### src/iebd_pkg.sv
// Purpose: constants shared by the IN endpoint X descriptor block
// Assumes: byte-wide register port, 100 MHz system clock
// Notes: register offsets are indices on a plain register port
package iebd_pkg;
  // ----------------------------------------------------------------
  // register port
  // ----------------------------------------------------------------
  localparam int ADDR_W = 4;
  localparam int DATA_W = 8;
  localparam logic [3:0] OFS_CNT = 4'h0;
  localparam logic [3:0] OFS_SIZ = 4'h1;
  localparam logic [3:0] OFS_BAX = 4'h2;
  localparam logic [3:0] OFS_CNF = 4'h3;
  localparam logic [3:0] OFS_IST = 4'h4;
  localparam logic [3:0] OFS_ICLR = 4'h5;
  localparam logic [3:0] OFS_IEN = 4'h6;
  localparam logic [3:0] OFS_STAT = 4'h7;
  // ----------------------------------------------------------------
  // field positions
  // ----------------------------------------------------------------
  localparam int CNT_NAK_BIT = 7;
  localparam int CNT_W = 7;
  localparam int CNF_EN_BIT = 7;
  localparam int CNF_ISO_BIT = 6;
  localparam int CNF_TOG_BIT = 5;
  localparam int CNF_OVF_BIT = 5;
  localparam int CNF_DOUBLE_BUFFER_SELECT_BIT = 4;
  localparam int CNF_STALL_BIT = 3;
  localparam int BPS_W = 5;
  localparam int SIZE_SHIFT = 3;
  localparam int MEM_ADDR_W = 11;
  localparam int LEN_W = 13;
  localparam int IRQ_W = 4;
  localparam int IRQ_DONE = 0;
  localparam int IRQ_NAK = 1;
  localparam int IRQ_STALL = 2;
  localparam int IRQ_OVF = 3;
  // ----------------------------------------------------------------
  // reset values
  // ----------------------------------------------------------------
  localparam logic [7:0] RST_CNT = 8'h80;
  localparam logic [7:0] RST_SIZ = 8'h00;
  localparam logic [7:0] RST_BAX = 8'h00;
  localparam logic [7:0] RST_CNF = 8'h00;
  localparam logic [3:0] RST_IEN = 4'h0;
  // ----------------------------------------------------------------
  // transmit sequencer states
  // ----------------------------------------------------------------
  typedef enum logic [2:0] {
    ST_IDLE,
    ST_READ,
    ST_SEND,
    ST_FIN,
    ST_WAIT_ACK
  } iebd_state_t;
endpackage : iebd_pkg

### src/iebd_len_calc.sv
// Purpose: packet length in bytes from the X count
// Assumes: count and sample size from descriptor registers
// Notes: purely combinational
`timescale 1ns/10ps
module iebd_len_calc (
  input wire logic [iebd_pkg::CNT_W-1:0] count_i,
  input wire logic [iebd_pkg::BPS_W-1:0] bytes_per_sample_i,
  input wire logic iso_i,
  output logic [iebd_pkg::LEN_W-1:0] len_o
);
  import iebd_pkg::*;
  logic [5:0] sample_bytes;
  logic [LEN_W-1:0] iso_len;
  always_comb begin
    sample_bytes = {1'b0, bytes_per_sample_i} + 6'h01;
    iso_len = {6'h00, count_i} * {7'h00, sample_bytes};
    len_o = iso_i ? iso_len : {6'h00, count_i};
  end
endmodule : iebd_len_calc

### src/iebd_addr_gen.sv
// Purpose: buffer byte address and next offset
// Assumes: base holds address bits 10:3
// Notes: iso offsets wrap at the buffer size
`timescale 1ns/10ps
module iebd_addr_gen (
  input wire logic [7:0] base_hi_i,
  input wire logic [7:0] size_units_i,
  input wire logic iso_i,
  input wire logic [iebd_pkg::MEM_ADDR_W-1:0] ofs_i,
  output logic [iebd_pkg::MEM_ADDR_W-1:0] addr_o,
  output logic [iebd_pkg::MEM_ADDR_W-1:0] size_bytes_o,
  output logic [iebd_pkg::MEM_ADDR_W-1:0] ofs_next_o
);
  import iebd_pkg::*;
  logic [MEM_ADDR_W-1:0] inc;
  always_comb begin
    size_bytes_o = {size_units_i, 3'h0};
    addr_o = {base_hi_i, 3'h0} + ofs_i;
    inc = ofs_i + 11'h001;
    ofs_next_o = (iso_i && inc >= size_bytes_o) ? 11'h000 : inc;
  end
endmodule : iebd_addr_gen

### src/iebd_top.sv
// Purpose: IN endpoint X buffer descriptor and transmit sequencer
// Assumes: token, ack and fail strobes come from same-clock logic
// Notes: Y buffer is handled elsewhere; this block serves X only
//
// Decided for this implementation: the register offsets and strobed register access.
`timescale 1ns/10ps
module iebd_top (
  input wire logic SYS_CLK_I,
  input wire logic SRST_I,
  input wire logic [iebd_pkg::ADDR_W-1:0] ADDR_I,
  input wire logic [iebd_pkg::DATA_W-1:0] WDATA_I,
  input wire logic WR_I,
  input wire logic RD_I,
  output logic [iebd_pkg::DATA_W-1:0] RDATA_O,
  input wire logic IN_TOKEN_I,
  input wire logic HOST_ACK_I,
  input wire logic TXN_FAIL_I,
  output logic NAK_O,
  output logic STALL_O,
  output logic [iebd_pkg::MEM_ADDR_W-1:0] MEM_ADDR_O,
  output logic MEM_RD_O,
  input wire logic [7:0] MEM_DATA_I,
  output logic [7:0] TX_DATA_O,
  output logic TX_VALID_O,
  output logic TX_END_O,
  output logic TX_PID1_O,
  output logic IRQ_O
);
  import iebd_pkg::*;

  // ----------------------------------------------------------------
  // state
  // ----------------------------------------------------------------
  logic [7:0] cnt_q, cnt_d;
  logic [7:0] siz_q, siz_d;
  logic [7:0] bax_q, bax_d;
  logic [7:0] cnf_q, cnf_d;
  logic [IRQ_W-1:0] ist_q, ist_d;
  logic [IRQ_W-1:0] ien_q, ien_d;
  logic [7:0] rdata_q, rdata_d;
  logic irq_q, irq_d;
  iebd_state_t st_q, st_d;
  logic [LEN_W-1:0] rem_q, rem_d;
  logic [MEM_ADDR_W-1:0] ofs_q, ofs_d;
  logic [MEM_ADDR_W-1:0] iso_ofs_q, iso_ofs_d;
  logic [MEM_ADDR_W-1:0] mem_addr_q, mem_addr_d;
  logic mem_rd_q, mem_rd_d;
  logic [7:0] tx_data_q, tx_data_d;
  logic tx_valid_q, tx_valid_d;
  logic tx_end_q, tx_end_d;
  logic nak_q, nak_d;
  logic stall_q, stall_d;
  logic pid1_q, pid1_d;

  // ----------------------------------------------------------------
  // decode of configuration
  // ----------------------------------------------------------------
  logic ep_en, is_iso, ep_stall, nak_flag, double_buffer_select;
  logic [LEN_W-1:0] pkt_len, len_clamped, size_len;
  logic [MEM_ADDR_W-1:0] cur_addr, size_bytes, ofs_next;
  logic done_ev, nak_ev, stall_ev, ovf_ev, tog_ev;

  always_comb begin
    ep_en = cnf_q[CNF_EN_BIT];
    is_iso = cnf_q[CNF_ISO_BIT];
    ep_stall = !is_iso && cnf_q[CNF_STALL_BIT];
    double_buffer_select = !is_iso && cnf_q[CNF_DOUBLE_BUFFER_SELECT_BIT];
    nak_flag = cnt_q[CNT_NAK_BIT];
    size_len = {2'h0, size_bytes};
    // non-iso packet cannot exceed one X buffer
    len_clamped = (!is_iso && pkt_len > size_len) ? size_len : pkt_len;
  end

  iebd_len_calc u_len (
    .count_i(cnt_q[CNT_W-1:0]),
    .bytes_per_sample_i(cnf_q[BPS_W-1:0]),
    .iso_i(is_iso),
    .len_o(pkt_len)
  );

  iebd_addr_gen u_addr (
    .base_hi_i(bax_q),
    .size_units_i(siz_q),
    .iso_i(is_iso),
    .ofs_i(ofs_q),
    .addr_o(cur_addr),
    .size_bytes_o(size_bytes),
    .ofs_next_o(ofs_next)
  );

  // ----------------------------------------------------------------
  // transmit sequencer
  // ----------------------------------------------------------------
  always_comb begin
    st_d = st_q;
    rem_d = rem_q;
    ofs_d = ofs_q;
    iso_ofs_d = iso_ofs_q;
    mem_addr_d = mem_addr_q;
    mem_rd_d = 1'b0;
    tx_data_d = tx_data_q;
    tx_valid_d = 1'b0;
    tx_end_d = 1'b0;
    nak_d = 1'b0;
    stall_d = 1'b0;
    done_ev = 1'b0;
    nak_ev = 1'b0;
    stall_ev = 1'b0;
    ovf_ev = 1'b0;
    tog_ev = 1'b0;
    case (st_q)
      ST_IDLE: begin
        if (IN_TOKEN_I && ep_en) begin
          if (ep_stall) begin
            stall_d = 1'b1;
            stall_ev = 1'b1;
          end else if (!is_iso && nak_flag) begin
            nak_d = 1'b1;
            nak_ev = 1'b1;
          end else begin
            // iso sends regardless of the no-ack flag
            rem_d = len_clamped;
            // only X is served, whatever the double-buffer bit
            ofs_d = is_iso ? iso_ofs_q : '0;
            ovf_ev = is_iso && (pkt_len > size_len);
            st_d = (len_clamped == '0) ? ST_FIN : ST_READ;
          end
        end
      end
      ST_READ: begin
        mem_addr_d = cur_addr;
        mem_rd_d = 1'b1;
        ofs_d = ofs_next;
        st_d = ST_SEND;
      end
      ST_SEND: begin
        tx_data_d = MEM_DATA_I;
        tx_valid_d = 1'b1;
        rem_d = rem_q - 13'h0001;
        st_d = (rem_q == 13'h0001) ? ST_FIN : ST_READ;
      end
      ST_FIN: begin
        tx_end_d = 1'b1;
        if (is_iso) begin
          iso_ofs_d = ofs_q;
          done_ev = 1'b1;
          st_d = ST_IDLE;
        end else begin
          st_d = ST_WAIT_ACK;
        end
      end
      ST_WAIT_ACK: begin
        if (HOST_ACK_I) begin
          done_ev = 1'b1;
          tog_ev = 1'b1;
          st_d = ST_IDLE;
        end else if (TXN_FAIL_I) begin
          st_d = ST_IDLE;
        end
      end
      default: begin
        st_d = ST_IDLE;
      end
    endcase
  end

  // ----------------------------------------------------------------
  // descriptor and interrupt registers
  // ----------------------------------------------------------------
  logic wr_cnt, wr_cnf;
  logic [IRQ_W-1:0] ev_vec, clr_vec;

  always_comb begin
    wr_cnt = WR_I && (ADDR_I == OFS_CNT);
    wr_cnf = WR_I && (ADDR_I == OFS_CNF);
    cnt_d = wr_cnt ? WDATA_I : cnt_q;
    // hardware set wins over a same-cycle software clear
    if (done_ev) begin
      cnt_d[CNT_NAK_BIT] = 1'b1;
    end
    siz_d = (WR_I && ADDR_I == OFS_SIZ) ? WDATA_I : siz_q;
    bax_d = (WR_I && ADDR_I == OFS_BAX) ? WDATA_I : bax_q;
    cnf_d = wr_cnf ? WDATA_I : cnf_q;
    if (tog_ev) begin
      cnf_d[CNF_TOG_BIT] = ~cnf_q[CNF_TOG_BIT];
    end
    if (ovf_ev) begin
      cnf_d[CNF_OVF_BIT] = 1'b1;
    end
    // data pid only for non-iso, kept in a flop for the output
    pid1_d = cnf_d[CNF_TOG_BIT] && !cnf_d[CNF_ISO_BIT];
    ien_d = (WR_I && ADDR_I == OFS_IEN) ? WDATA_I[IRQ_W-1:0] : ien_q;
    ev_vec = '0;
    ev_vec[IRQ_DONE] = done_ev;
    ev_vec[IRQ_NAK] = nak_ev;
    ev_vec[IRQ_STALL] = stall_ev;
    ev_vec[IRQ_OVF] = ovf_ev;
    clr_vec = (WR_I && ADDR_I == OFS_ICLR) ? WDATA_I[IRQ_W-1:0] : '0;
    ist_d = (ist_q & ~clr_vec) | ev_vec;
    irq_d = |(ist_d & ien_d);
  end

  // ----------------------------------------------------------------
  // read port
  // ----------------------------------------------------------------
  always_comb begin
    rdata_d = 8'h00;
    if (RD_I) begin
      case (ADDR_I)
        OFS_CNT: rdata_d = cnt_q;
        OFS_SIZ: rdata_d = siz_q;
        OFS_BAX: rdata_d = bax_q;
        OFS_CNF: rdata_d = cnf_q;
        OFS_IST: rdata_d = {4'h0, ist_q};
        OFS_IEN: rdata_d = {4'h0, ien_q};
        OFS_STAT: rdata_d = {4'h0, double_buffer_select, st_q};
        default: rdata_d = 8'h00;
      endcase
    end
  end

  // ----------------------------------------------------------------
  // flip-flops
  // ----------------------------------------------------------------
  always_ff @(posedge SYS_CLK_I) begin
    if (SRST_I) begin
      cnt_q <= RST_CNT;
      siz_q <= RST_SIZ;
      bax_q <= RST_BAX;
      cnf_q <= RST_CNF;
      ist_q <= '0;
      ien_q <= RST_IEN;
      rdata_q <= 8'h00;
      irq_q <= 1'b0;
      st_q <= ST_IDLE;
      rem_q <= '0;
      ofs_q <= '0;
      iso_ofs_q <= '0;
      mem_addr_q <= '0;
      mem_rd_q <= 1'b0;
      tx_data_q <= 8'h00;
      tx_valid_q <= 1'b0;
      tx_end_q <= 1'b0;
      nak_q <= 1'b0;
      stall_q <= 1'b0;
      pid1_q <= 1'b0;
    end else begin
      cnt_q <= cnt_d;
      siz_q <= siz_d;
      bax_q <= bax_d;
      cnf_q <= cnf_d;
      ist_q <= ist_d;
      ien_q <= ien_d;
      rdata_q <= rdata_d;
      irq_q <= irq_d;
      st_q <= st_d;
      rem_q <= rem_d;
      ofs_q <= ofs_d;
      iso_ofs_q <= iso_ofs_d;
      mem_addr_q <= mem_addr_d;
      mem_rd_q <= mem_rd_d;
      tx_data_q <= tx_data_d;
      tx_valid_q <= tx_valid_d;
      tx_end_q <= tx_end_d;
      nak_q <= nak_d;
      stall_q <= stall_d;
      pid1_q <= pid1_d;
    end
  end

  always_comb begin
    RDATA_O = rdata_q;
    IRQ_O = irq_q;
    NAK_O = nak_q;
    STALL_O = stall_q;
    MEM_ADDR_O = mem_addr_q;
    MEM_RD_O = mem_rd_q;
    TX_DATA_O = tx_data_q;
    TX_VALID_O = tx_valid_q;
    TX_END_O = tx_end_q;
    TX_PID1_O = pid1_q;
  end
endmodule : iebd_top

### config.mk
export PLATFORM = sky130hd
export DESIGN_NAME = iebd_top
export DESIGN_NICKNAME = d
export VERILOG_FILES = /design/src/iebd_pkg.sv /design/src/iebd_len_calc.sv /design/src/iebd_addr_gen.sv /design/src/iebd_top.sv
export SDC_FILE = /design/constraint.sdc
export NUM_CORES = 1
export LEC_CHECK = 0
export ABC_AREA = 1
export ABC_CLOCK_PERIOD_IN_PS = 6960
export CORE_ASPECT_RATIO = 0.6
export CORE_MARGIN = 1
export CORE_UTILIZATION = 60
export CTS_CLUSTER_DIAMETER = 100
export CTS_CLUSTER_SIZE = 10
export DETAILED_ROUTE_END_ITERATION = 12
export DONT_BUFFER_PORTS = 1
export PLACE_DENSITY = 0.82
export SETUP_SLACK_MARGIN = 0.3
export SLEW_MARGIN = 20
export SYNTH_ARGS = -nofsm -noshare
export SYNTH_HDL_FRONTEND = slang
export SYNTH_SLANG_ARGS = --single-unit
### constraint.sdc
create_clock -name SYS_CLK_I -period 6.96 [get_ports SYS_CLK_I]
set_input_delay 2.088 -clock SYS_CLK_I [delete_from_list [all_inputs] [get_ports SYS_CLK_I]]
set_output_delay 2.088 -clock SYS_CLK_I [all_outputs]
set_load 0.1 [all_outputs]
Yosys cells after proc, flatten, opt, wreduce, memory -nomap -nowiden. Index checks and enable logic that the tools add are counted.

Muxes and demuxes: 45. Equal/unequal tests: 16. $lt $le $gt $ge: 2. Reduce and logical (&&, ||, !) cells: 28. $mul: 1. Bitwise operators: 6. Add/subtract/negate cells: 4.

Operator list (count): $mux W13 (5); $pmux W8 S7 (1); $mux W11 (5); $pmux W13 S2 (1); $pmux W11 S2 (1); $mux W1 (19); $mux W3 (6); $eq A4 B3 Y1 const B (4); $pmux W3 S5 (1); $logic_and A1 B1 Y1 (14); $eq A13 B1 Y1 const B (1); $gt A13 B11 Y1 (1); $logic_not A13 Y1 (1); $mul A7 B6 Y13 (1); $sub A13 B1 Y13 const B (1); $reduce_and A4 Y1 (3); $add A11 B1 Y11 const B (1); $add A11 B11 Y11 (1); $ge A11 B11 Y1 (1); $and A4 B4 Y4 (2); $eq A4 B2 Y1 const B (2); $mux W4 (2); $mux W7 (1); $add A5 B1 Y6 const B (1); other kinds (18) (26).

Logic and storage cells: 124. Output and inout bits: 34. Input bits: 27. Bits in registers: 112.

Logic depth before layout (Yosys ltp). Gate-level depths: netlist of run 1.

Depth after elaboration: 12. Gate-level depth with buffers: 37. Gate-level depth less buffers: 37.

Cells and area by module. From an unflattened synthesis of run 1, not the netlist that was laid out.

Cells, all modules: 1127. Area, all modules: 7744.9 µm².

By module, submodules not included: iebd_top (area an instance 5295.1 µm², times used 1, cells an instance 733, seq. area each 2242.2 µm²); iebd_len_calc (area an instance 1491.4 µm², times used 1, cells an instance 234, seq. area each 0.0 µm²); iebd_addr_gen (area an instance 958.4 µm², times used 1, cells an instance 160, seq. area each 0.0 µm²).

Worst setup path before layout of run 1. OpenSTA, ideal clock, no wires.

Kind: register to register. From: register cnf_q[0]. To: register st_q[1]. Path buffers: 1. Period minus slack after synthesis: 4.953 ns. Path slack: 2.007 ns. Data required time: 6.894 ns. Cell stages (with the launch flop): 35. Arrival: 4.887 ns. Library setup time: 0.066 ns. Cell sequence: dfxtp_1 -> buf_2 -> inv_1 -> o31ai_1 -> nand2_1 -> nor2_1 -> fa_1 -> fa_1 -> inv_1 -> fa_1 -> inv_1 -> ha_1 -> nand2_1 -> inv_1 -> nand2_1 -> nand2_1 -> a21oi_1 -> inv_1 -> nand2_1 -> nand2_1 -> nor2_1 -> ha_1 -> a21oi_1 -> o21bai_1 -> nand2_1 -> nand3_1 -> nand2_2 -> nand3_4 -> nand2_4 -> nand2_1 -> nand2_1 -> nand2_1 -> nor2_1 -> nand3_1 -> a21oi_2.

Longest elaborated chain between the ends: 12.

Ends and longest elaborated chain: start: declaration (line iebd_top.sv:37) `logic [7:0] cnf_q, cnf_d;`; start signal: assignment (line iebd_top.sv:251) `cnf_q <= cnf_d;`; $add A5 B1 Y6 (*) (line iebd_len_calc.sv:15) `sample_bytes = {1'b0, bytes_per_sample_i} + 6'h01;`; $mul A7 B6 Y13 (*) (line iebd_len_calc.sv:16) `iso_len = {6'h00, count_i} * {7'h00, sample_bytes};`; $mux W13 (*) (line iebd_len_calc.sv:17) `len_o = iso_i ? iso_len : {6'h00, count_i};`; $gt A13 B11 Y1 (line iebd_top.sv:71) `len_clamped = (!is_iso && pkt_len > size_len) ? size_len : pkt_len;`; $logic_and A1 B1 Y1 (line iebd_top.sv:71); $mux W13 (*) (line iebd_top.sv:71); $logic_not A13 Y1 (*) (line iebd_top.sv:126) `st_d = (len_clamped == '0) ? ST_FIN : ST_READ;`; $mux W2 (*) (line iebd_top.sv:126); $mux W3 (*) (line iebd_top.sv:117) `end else if (!is_iso && nak_flag) begin`; $mux W3 (*) (line iebd_top.sv:114) `if (ep_stall) begin`; $mux W3 (*) (line iebd_top.sv:113) `if (IN_TOKEN_I && ep_en) begin`; $pmux W3 S5 (*) (line iebd_top.sv:111) `case (st_q)`; end signal: assignment (line iebd_top.sv:256) `st_q <= st_d;`; end: declaration (line iebd_top.sv:42) `iebd_state_t st_q, st_d;`.

Every way passes the cells marked *; elsewhere a longest branch is shown, timed or not. The select of a mux whose other input is x is not followed. A chain may end at the register's enable or synchronous reset.

Worst setup path after layout of run 1. Same ends and word-level chain as after synthesis.

==> key figures, run 1 <==
Pwr
  – Clk pwr share: 41.8%
  – Switching fraction of total power: 26.40%
  – VDD IR max: 0.1125 mV
  – PD cells: 169.5 nW/um^2
  – Comb power frac: 7.0%
  – Pleak: 3.436 nW
  – Seq pwr share: 51.2%
  – P_sw: 0.0003365 W
  – Internal power: 0.0009380 W

Die
  – Die Ht: 86.39 um
  – Die W: 142.6 um
  – Row cnt: 30
  – Starting Density: 62.40%
  – Total Die Area: 12320 um^2
  – Total core area: 11410 um^2
  – IO Count: 61

Worst setup path
  – Slowest cell delay on critical path: 550 ps
  – Cell family with most CP delay: adder cells
  – Buf+Inv Stages, Crit Path: 5
  – Worst EP arrival: 6000 ps
  – WS Path Type: reg -> reg
  – Crit path capture type: flip-flop
  – Cell mode on critical path: nand2_1
  – Critical path peak fanout: 10
  – Critical Path RT: 7250 ps
  – Startpoint types: flip-flop
  – Slowest-stage cell, CP: fa_1

Placed design
  – Inst Count DP: 1133
  – Place WS: 1360 ps
  – Routability Congestion: 0.9500
  – HPWL Detailed: 14360 um
  – Area after DPL: 7209 um^2
  – Port bufs: 0

Route
  – Drt first pass iters: 5
  – DRC: 0
  – Routed Antenna Nets: 0
  – Vias after detailed routing: 6721
  – Initial DRC Count: 849
  – Via density: 5.849
  – Final WL: 19220 um
  – Routed len/inst: 16.72 um

Clock tree
  – Max clock buf depth: 2
  – CTS Buf Count: 9
  – TritonCTS clock tree: built
  – Sink Count: 112
  – Postcts setup bufs: 0
  – # hold bufs at CTS: 0
  – CTS clk-pin slew, worst paths: 80 ps
  – Gates resized, CTS repair: 0
  – Root Buffer: clkbuf_16
  – CTS H-tree depth: 3
  – Worst skew pair latency: 360 ps

Final layout
  – Layout cells sized above 1: 3.438%
  – Multi-input gate area: 4174 um^2
  – Final Non-Filler Cells: 1149
  – Register area: 2242 um^2
  – Synth-to-Final Area Change: 5.605%
  – Final Cell Area: 7520 um^2
  – Antenna Diode Count: 0
  – FILL cells: 1030
  – Layout Nets: 1082

Min path
  – Type of the tightest min-delay check: reg -> reg

Logic synthesis
  – Number of distinct library cells after synthesis: 45
  – Synthesized instance count: 1005
  – Syn_nets: 1103
  – Commonest cells in the netlist: nand2_1, inv_1, nor2_1
  – Most common cell in the netlist: nand2_1
  – Post-synthesis sequential area ratio: 31.49%
  – Yosys reg bits: 112
  – Synth area leaders: dfxtp_1, ha_1, nand2_1, inv_1, nor2_1
  – Top_reg_cell synth: dfxtp_1
  – Top cell type's share of synthesized area: 31.49%
  – Post-synth ARST share: 0%
  – Top cell type by total area after synthesis: dfxtp_1
  – Mapped Area: 7121 um^2
  – Post-synth EDFFs: 0
  – Syn_area_per_cell: 7.085 um^2
  – Synth Warn #: 0

Global route
  – Initial antenna violation count: 0
  – Gr ovfl total: 0
  – First-pass GRT wire length: 31870 um
  – Pin count of the biggest net entering global routing: 53
  – Total GRT Usage: 33.41%
  – Vias in the first global route: 6394

Run status
  – Status: finished, final reports clean

STA
  – Peak Freq: 0.1750 GHz
  – Fin. Hold Viols: 0
  – RSZ-0062 raised after global routing: no
  – Final Critical Period: 5715 ps
  – Post-Route Setup TNS: 0 ps
  – Worst rel slew slack: 34.25%
  – Worst setup margin: 1245 ps
  – Tcrit/Tclk final: 82.12%
  – Fin. max-slew vios: 0
  – Setup violators final: 0
  – Clk_skew: 17.94 ps
  – Tightest Pin Transition: 984.9 ps

Run
  – Max-Cap Viols: 0
-- routing by layer --
metal	vias up	routed length, um	global-route usage, %
li1	3255	-	-
met1	3062	8988	48.02
met4	0	350	8.798
met5	-	0	0
met3	42	2188	9.558
met2	362	7689	48.80
-- worst min-delay path: cells and delay by family, from the launching register on --
family             cells  cell delay [ps]
DFF                    1              310
AOI/OAI and AO/OA      1               50
and+or+nand+nor        1               60
-- final cells by class --
class / instances / area share, %
Clock buffer: 10 / 3.178
Clock inverter: 6 / 0.9484
Inverter: 148 / 7.388
Multi-Input combinational cell: 708 / 55.51
Sequential cell: 112 / 29.82
Tap cell: 160 / 2.662
Timing Repair Buffer: 5 / 0.4992
-- per-stage QoR --
stage               hold slack (ps)  utilization (%)  power [W]
floorplan                     440.1                -  0.0007383
global placement              445.7            63.16  0.0007525
detailed placement            447.3            63.18  0.0007538
CTS                           458.2            65.90   0.001278
global route                  479.8            65.90   0.001314
finish                        457.7            65.90   0.001275
-- cell usage in the layout, fill, tap and decap left out, drive strengths merged, types with 2 or more instances in the layout --
master,n
ha,49
o221ai,3
xor2,15
nand4,6
inv,148
a21oi,85
mux2i,2
o21bai,2
a21o,4
nand3,72
o211ai,5
dfxtp,112
a2111oi,3
nor3,7
nor2,135
nor3b,2
a31oi,14
clkinv,5
clkbuf,10
buf,5
o21ai,80
nand3b,2
xnor2,9
nor4,3
a221oi,7
nand2,164
o31ai,2
fa,22
o22ai,9
-- path summary, 6_finish.rpt --
| path | to | cells after the start | startpoint | slack (ps) |
|---|---|---|---|---|
| max | st_q[1] | 33 | cnf_q[0] | 1240 |
| min | iso_ofs_q[9] | 2 | iso_ofs_q[9] | 460 |
| max reg2reg | st_q[1] | 33 | cnf_q[0] | 1240 |
| min reg2reg | iso_ofs_q[9] | 2 | iso_ofs_q[9] | 460 |
-- registers in the layout (all words and copies together) (netlist names), 11 cells and up --
name,flops
ofs_q,11
MEM_ADDR_O,11
rem_q,13
iso_ofs_q,11
-- cell families (layout without fill, tap and decap cells) --
family                     count (synthesis)  count (layout)  synth area share, %
and+or+nand+nor                          393             393                23.42
AOI/OAI and AO/OA                        218             218                17.13
buffers and inverters                    185             169                9.928
DFF                                      112             112                31.49
adders and majority gates                 71              71                14.80
xor gates and xnor gates                  24              24                2.952
muxes                                      2               2               0.2812
-- power groups by stage --
| stage | logic (W) | registers (W) | clock network (W) |
|---|---|---|---|
| after floorplan | 0.0000724 | 0.000666 | 0 |
| after global placement | 0.0000849 | 0.000668 | 0 |
| after detailed placement | 0.0000861 | 0.000668 | 0 |
| after CTS | 0.0000864 | 0.000653 | 0.000539 |
| after global routing | 0.000100 | 0.000653 | 0.000560 |
| final | 0.0000887 | 0.000653 | 0.000533 |
No activity file was read; power rests on OpenSTA's default activity.
==> run 2, diff against run 1 <==
- ABC_AREA: 1 -> 0
- ABC_CLOCK_PERIOD_IN_PS: 6960 -> 4700
- CORE_UTILIZATION: 60 -> 58
- clock period: 6.96 -> 4.7 ns (I/O delays scaled with it)
==> key figures, run 2 <==
Run status
  – Status: complete, but fails checks
  – Failing checks: negative setup slack

Global route
  – M2 GR Usage: 47.81% (-0.98 points)
  – Gr ovfl total: 0 (unchanged)
  – Initial antenna violation count: 0 (unchanged)
  – Pin count of the biggest net entering global routing: 102 (+92%)
  – GR peak layer: met2
  – Vias in the first global route: 6350 (-0.69%)
  – First-pass GRT wire length: 33110 um (+3.9%)
  – Grt met1 use: 46.41% (-1.6 points)
  – Total GRT Usage: 32.71% (-0.70 points)
  – Met3 GRT Util: 11.07% (+1.5 points)

Final layout
  – Layout cells sized above 1: 13.72% (+10 points)
  – Layout Nets: 1026 (-5.2%)
  – FILL cells: 978 (-5.0%)
  – Max reg flops: 13 (unchanged)
  – Commonest non-fill, non-tap cell in the layout: nand2_1
  – Synth-to-Final Area Change: 13.73%
  – Antenna Diode Count: 0 (unchanged)
  – Most flops, register: rem_q
  – Final Non-Filler Cells: 1098 (-4.4%)
  – Most frequent cells in the layout: nand2_1, dfxtp_1, nor2_1

Logic synthesis
  – Post-synth EDFFs: 0 (unchanged)
  – Post-Synth Simple-Gate Area: 23.12% (-0.30 points)
  – Commonest cells in the netlist: nand2_1, dfxtp_1, nor2_1
  – Synth Area in XOR/XNOR: 2.859% (-0.093 points)
  – Syn_area_per_cell: 8.072 um^2 (+14%)
  – Post-synthesis sequential area ratio: 30.49% (-1.0 points)
  – Most common cell in the netlist: nand2_1
  – Synth Area in Compound Gates: 16.01% (-1.1 points)
  – Largest family of logic cells by synthesized area: simple AND/OR/NAND/NOR gates
  – Top cell type's share of synthesized area: 30.49% (-1.0 points)
  – Syn_nets: 1009 (-8.5%)
  – Multiplexer share of the synthesized area: 7.419% (+7.1 points)
  – Synthesized-area fraction occupied by adder cells: 14.33% (-0.47 points)
  – Synth Warn #: 0 (unchanged)
  – Mapped Area: 7353 um^2 (+3.3%)
  – Top_reg_cell synth: dfxtp_1
  – Synthesized instance count: 911 (-9.4%)
  – Synth area leaders: dfxtp_1, ha_1, fa_1, nand2_1, mux2i_1
  – Post-synth ARST share: 0% (unchanged)
  – Top cell type by total area after synthesis: dfxtp_1
  – Yosys reg bits: 112 (unchanged)
  – Number of distinct library cells after synthesis: 66 (+47%)

Route
  – DRC: 0 (unchanged)
  – Routed len/inst: 19.29 um (+15%)
  – Drt first pass iters: 6 (+1)
  – Final WL: 21180 um (+10%)
  – Routed Antenna Nets: 0 (unchanged)
  – Via density: 6.243 (+6.7%)
  – Initial DRC Count: 889 (+4.7%)
  – Vias after detailed routing: 6855 (+2.0%)

STA
  – Clk_skew: 21.21 ps (+3.264 ps)
  – Worst setup margin: -665.2 ps (-1910 ps)
  – Peak Freq: 0.1864 GHz (+6.5%)
  – Worst rel slew slack: 33.78% (-0.47 points)
  – Setup violators final: 16 (+16)
  – Final Critical Period: 5365 ps (-350.2 ps)
  – Tcrit/Tclk final: 114.2% (+32 points)
  – Post-Route Setup TNS: -9056 ps (-9056 ps)
  – Fin. max-slew vios: 0 (unchanged)
  – Fin. Hold Viols: 0 (unchanged)
  – RSZ-0062 raised after global routing: yes
  – Tightest Pin Transition: 992.0 ps (+7.066 ps)

Run
  – Max-Cap Viols: 0 (unchanged)

Placed design
  – Inst Count DP: 1078 (-4.9%)
  – Place WS: -711.6 ps (-2072 ps)
  – Port bufs: 0 (unchanged)
  – Routability Congestion: 0.9599 (+1.0%)
  – HPWL Detailed: 15470 um (+7.8%)

Clock tree
  – Max clock buf depth: 2 (unchanged)
  – TritonCTS clock tree: built
  – CTS clk-pin slew, worst paths: 80 ps (about the same)
  – Sink Count: 112 (unchanged)
  – CTS H-tree depth: 3 (unchanged)
  – CTS Buf Count: 9 (unchanged)
  – Root Buffer: clkbuf_16
  – Worst skew pair latency: 360 ps (about the same)

Worst setup path
  – Worst EP arrival: 5600 ps (-400 ps)
  – Critical Path RT: 4930 ps (-2320 ps)
  – WS Path Type: reg -> reg
  – Startpoint types: flip-flop
  – Critical path peak fanout: 5 (-5)
  – Reg2reg path depth: 23 (-30%)
  – Crit path capture type: flip-flop

Pwr
  – P_sw: 0.0004649 W (+38%)
  – Seq pwr share: 51.3% (about the same)
  – Internal power: 0.001413 W (+51%)
  – Switching fraction of total power: 24.75% (-1.7 points)
  – Pleak: 3.518 nW (+2.4%)
  – VDD IR max: 0.1889 mV (+68%)
  – PD cells: 224.6 nW/um^2 (+33%)
  – Clk pwr share: 43.2% (+1.4 points)
  – Tot Pwr: 0.001878 W (+47%)
  – Comb power frac: 5.6% (-1.4 points)

Die
  – Total core area: 12220 um^2 (+7.1%)
  – Die Ht: 89.22 um (+3.3%)
  – Die W: 147.4 um (+3.3%)
  – Row cnt: 31 (+3.3%)
  – Total Die Area: 13150 um^2 (+6.7%)
  – Starting Density: 60.18% (-2.2 points)
  – IO Count: 61 (unchanged)

Min path
  – Worst hold path stage count: 2 (unchanged)
  – Type of the tightest min-delay check: reg -> reg
-- run 2: cell count changes after synthesis, sizes merged, moves of 9 or more --
| cell | before | now |
|---|---|---|
| mux2i | 2 | 41 |
| xnor2 | 9 | 18 |
| a21oi | 85 | 72 |
| inv | 146 | 59 |
| xor2 | 15 | 6 |
| and2 | 1 | 27 |
| buf | 6 | 18 |
| o21ai | 80 | 32 |
| nand2 | 164 | 113 |
| nand3 | 72 | 31 |
| nor2 | 135 | 101 |
| nor3 | 7 | 33 |
| nor2b | 0 | 11 |
| and3 | 0 | 13 |
-- run 2: kinds of logic (layout without fill, tap and decap cells) --
family / Yosys count / after routing
and+or+nand+nor: 363 / 363
AOI/OAI and AO/OA: 183 / 184
DFF: 112 / 112
buffers and inverters: 108 / 129
adders and majority gates: 71 / 71
muxes: 50 / 50
xor gates and xnor gates: 24 / 24
-- run 2: area by class of cell --
cell class / instances / area (um^2) / share of cell area [%]
multi-input combinational: 692 / 4951 / 59.20
clock inverter: 6 / 77.57 / 0.9276
inverter: 59 / 221.5 / 2.648
clock buffer: 10 / 250.2 / 2.992
tap: 165 / 206.4 / 2.469
sequential: 112 / 2251 / 26.92
timing repair buffer: 54 / 405.4 / 4.847
-- run 2: stage by stage --
| stage | util [%] | cell area (um^2) | hold WS [ps] |
|---|---|---|---|
| after floorplan | - | 7503 | 431.9 |
| after global placement | 64.50 | 7880 | 432.2 |
| after detailed placement | 64.50 | 7880 | 439.0 |
| after CTS | 68.19 | 8332 | 450.1 |
| after global routing | 68.45 | 8363 | 466.5 |
| final | 68.45 | 8363 | 448.8 |
-- run 2: power by group through the flow --
stage	logic, W	clock network, W	registers (W)
floorplan	0.0000796	0	0.000983
global placement	0.0000885	0	0.000985
detailed placement	0.0000899	0	0.000985
CTS	0.0000983	0.000819	0.000962
global route	0.000111	0.000853	0.000963
finish	0.000105	0.000811	0.000963
-- run 2: per-layer routing --
| layer | wire length (um) | vias up |
|---|---|---|
| li1 | - | 3193 |
| met1 | 9476 | 3200 |
| met2 | 8560 | 415 |
| met3 | 2815 | 47 |
| met4 | 328 | 0 |
| met5 | 0 | - |
-- run 2: worst max-delay path, cell delays in order, from the launching register on --
cell and delay (ps):
dfxtp_4 390, ha_4 180, nand3_4 100, xnor2_4 200, and2_1 170, fa_1 450
fa_1 520, inv_1 50, fa_1 490, inv_2 50, ha_4 270, o211ai_1 110
o211ai_1 230, nand2_1 100, xor2_1 150, nor2_1 90, ha_1 330, nand4_1 220
nor2_2 180, nand3_2 150, o211ai_4 170, mux2_4 330, a221oi_2 240, nor3_1 70
-- run 2: what timing repair did --
item	in CTS	in global routing
gates resized for setup	15	9
setup endpoints to repair	16	17
hold buffers	0	0
buffers inserted	2	1
pin swaps	9	4
gates cloned	1	0
endpoints found under the hold margin	0	0
-- run 2: final timing paths --
| path | from | to | slack, ps |
|---|---|---|---|
| setup / recovery | cnf_q[0] | rem_q[6] | -670 |
| hold / removal | iso_ofs_q[4] | iso_ofs_q[4] | 450 |
| setup reg to reg | cnf_q[0] | rem_q[6] | -670 |
| hold reg to reg | iso_ofs_q[4] | iso_ofs_q[4] | 450 |
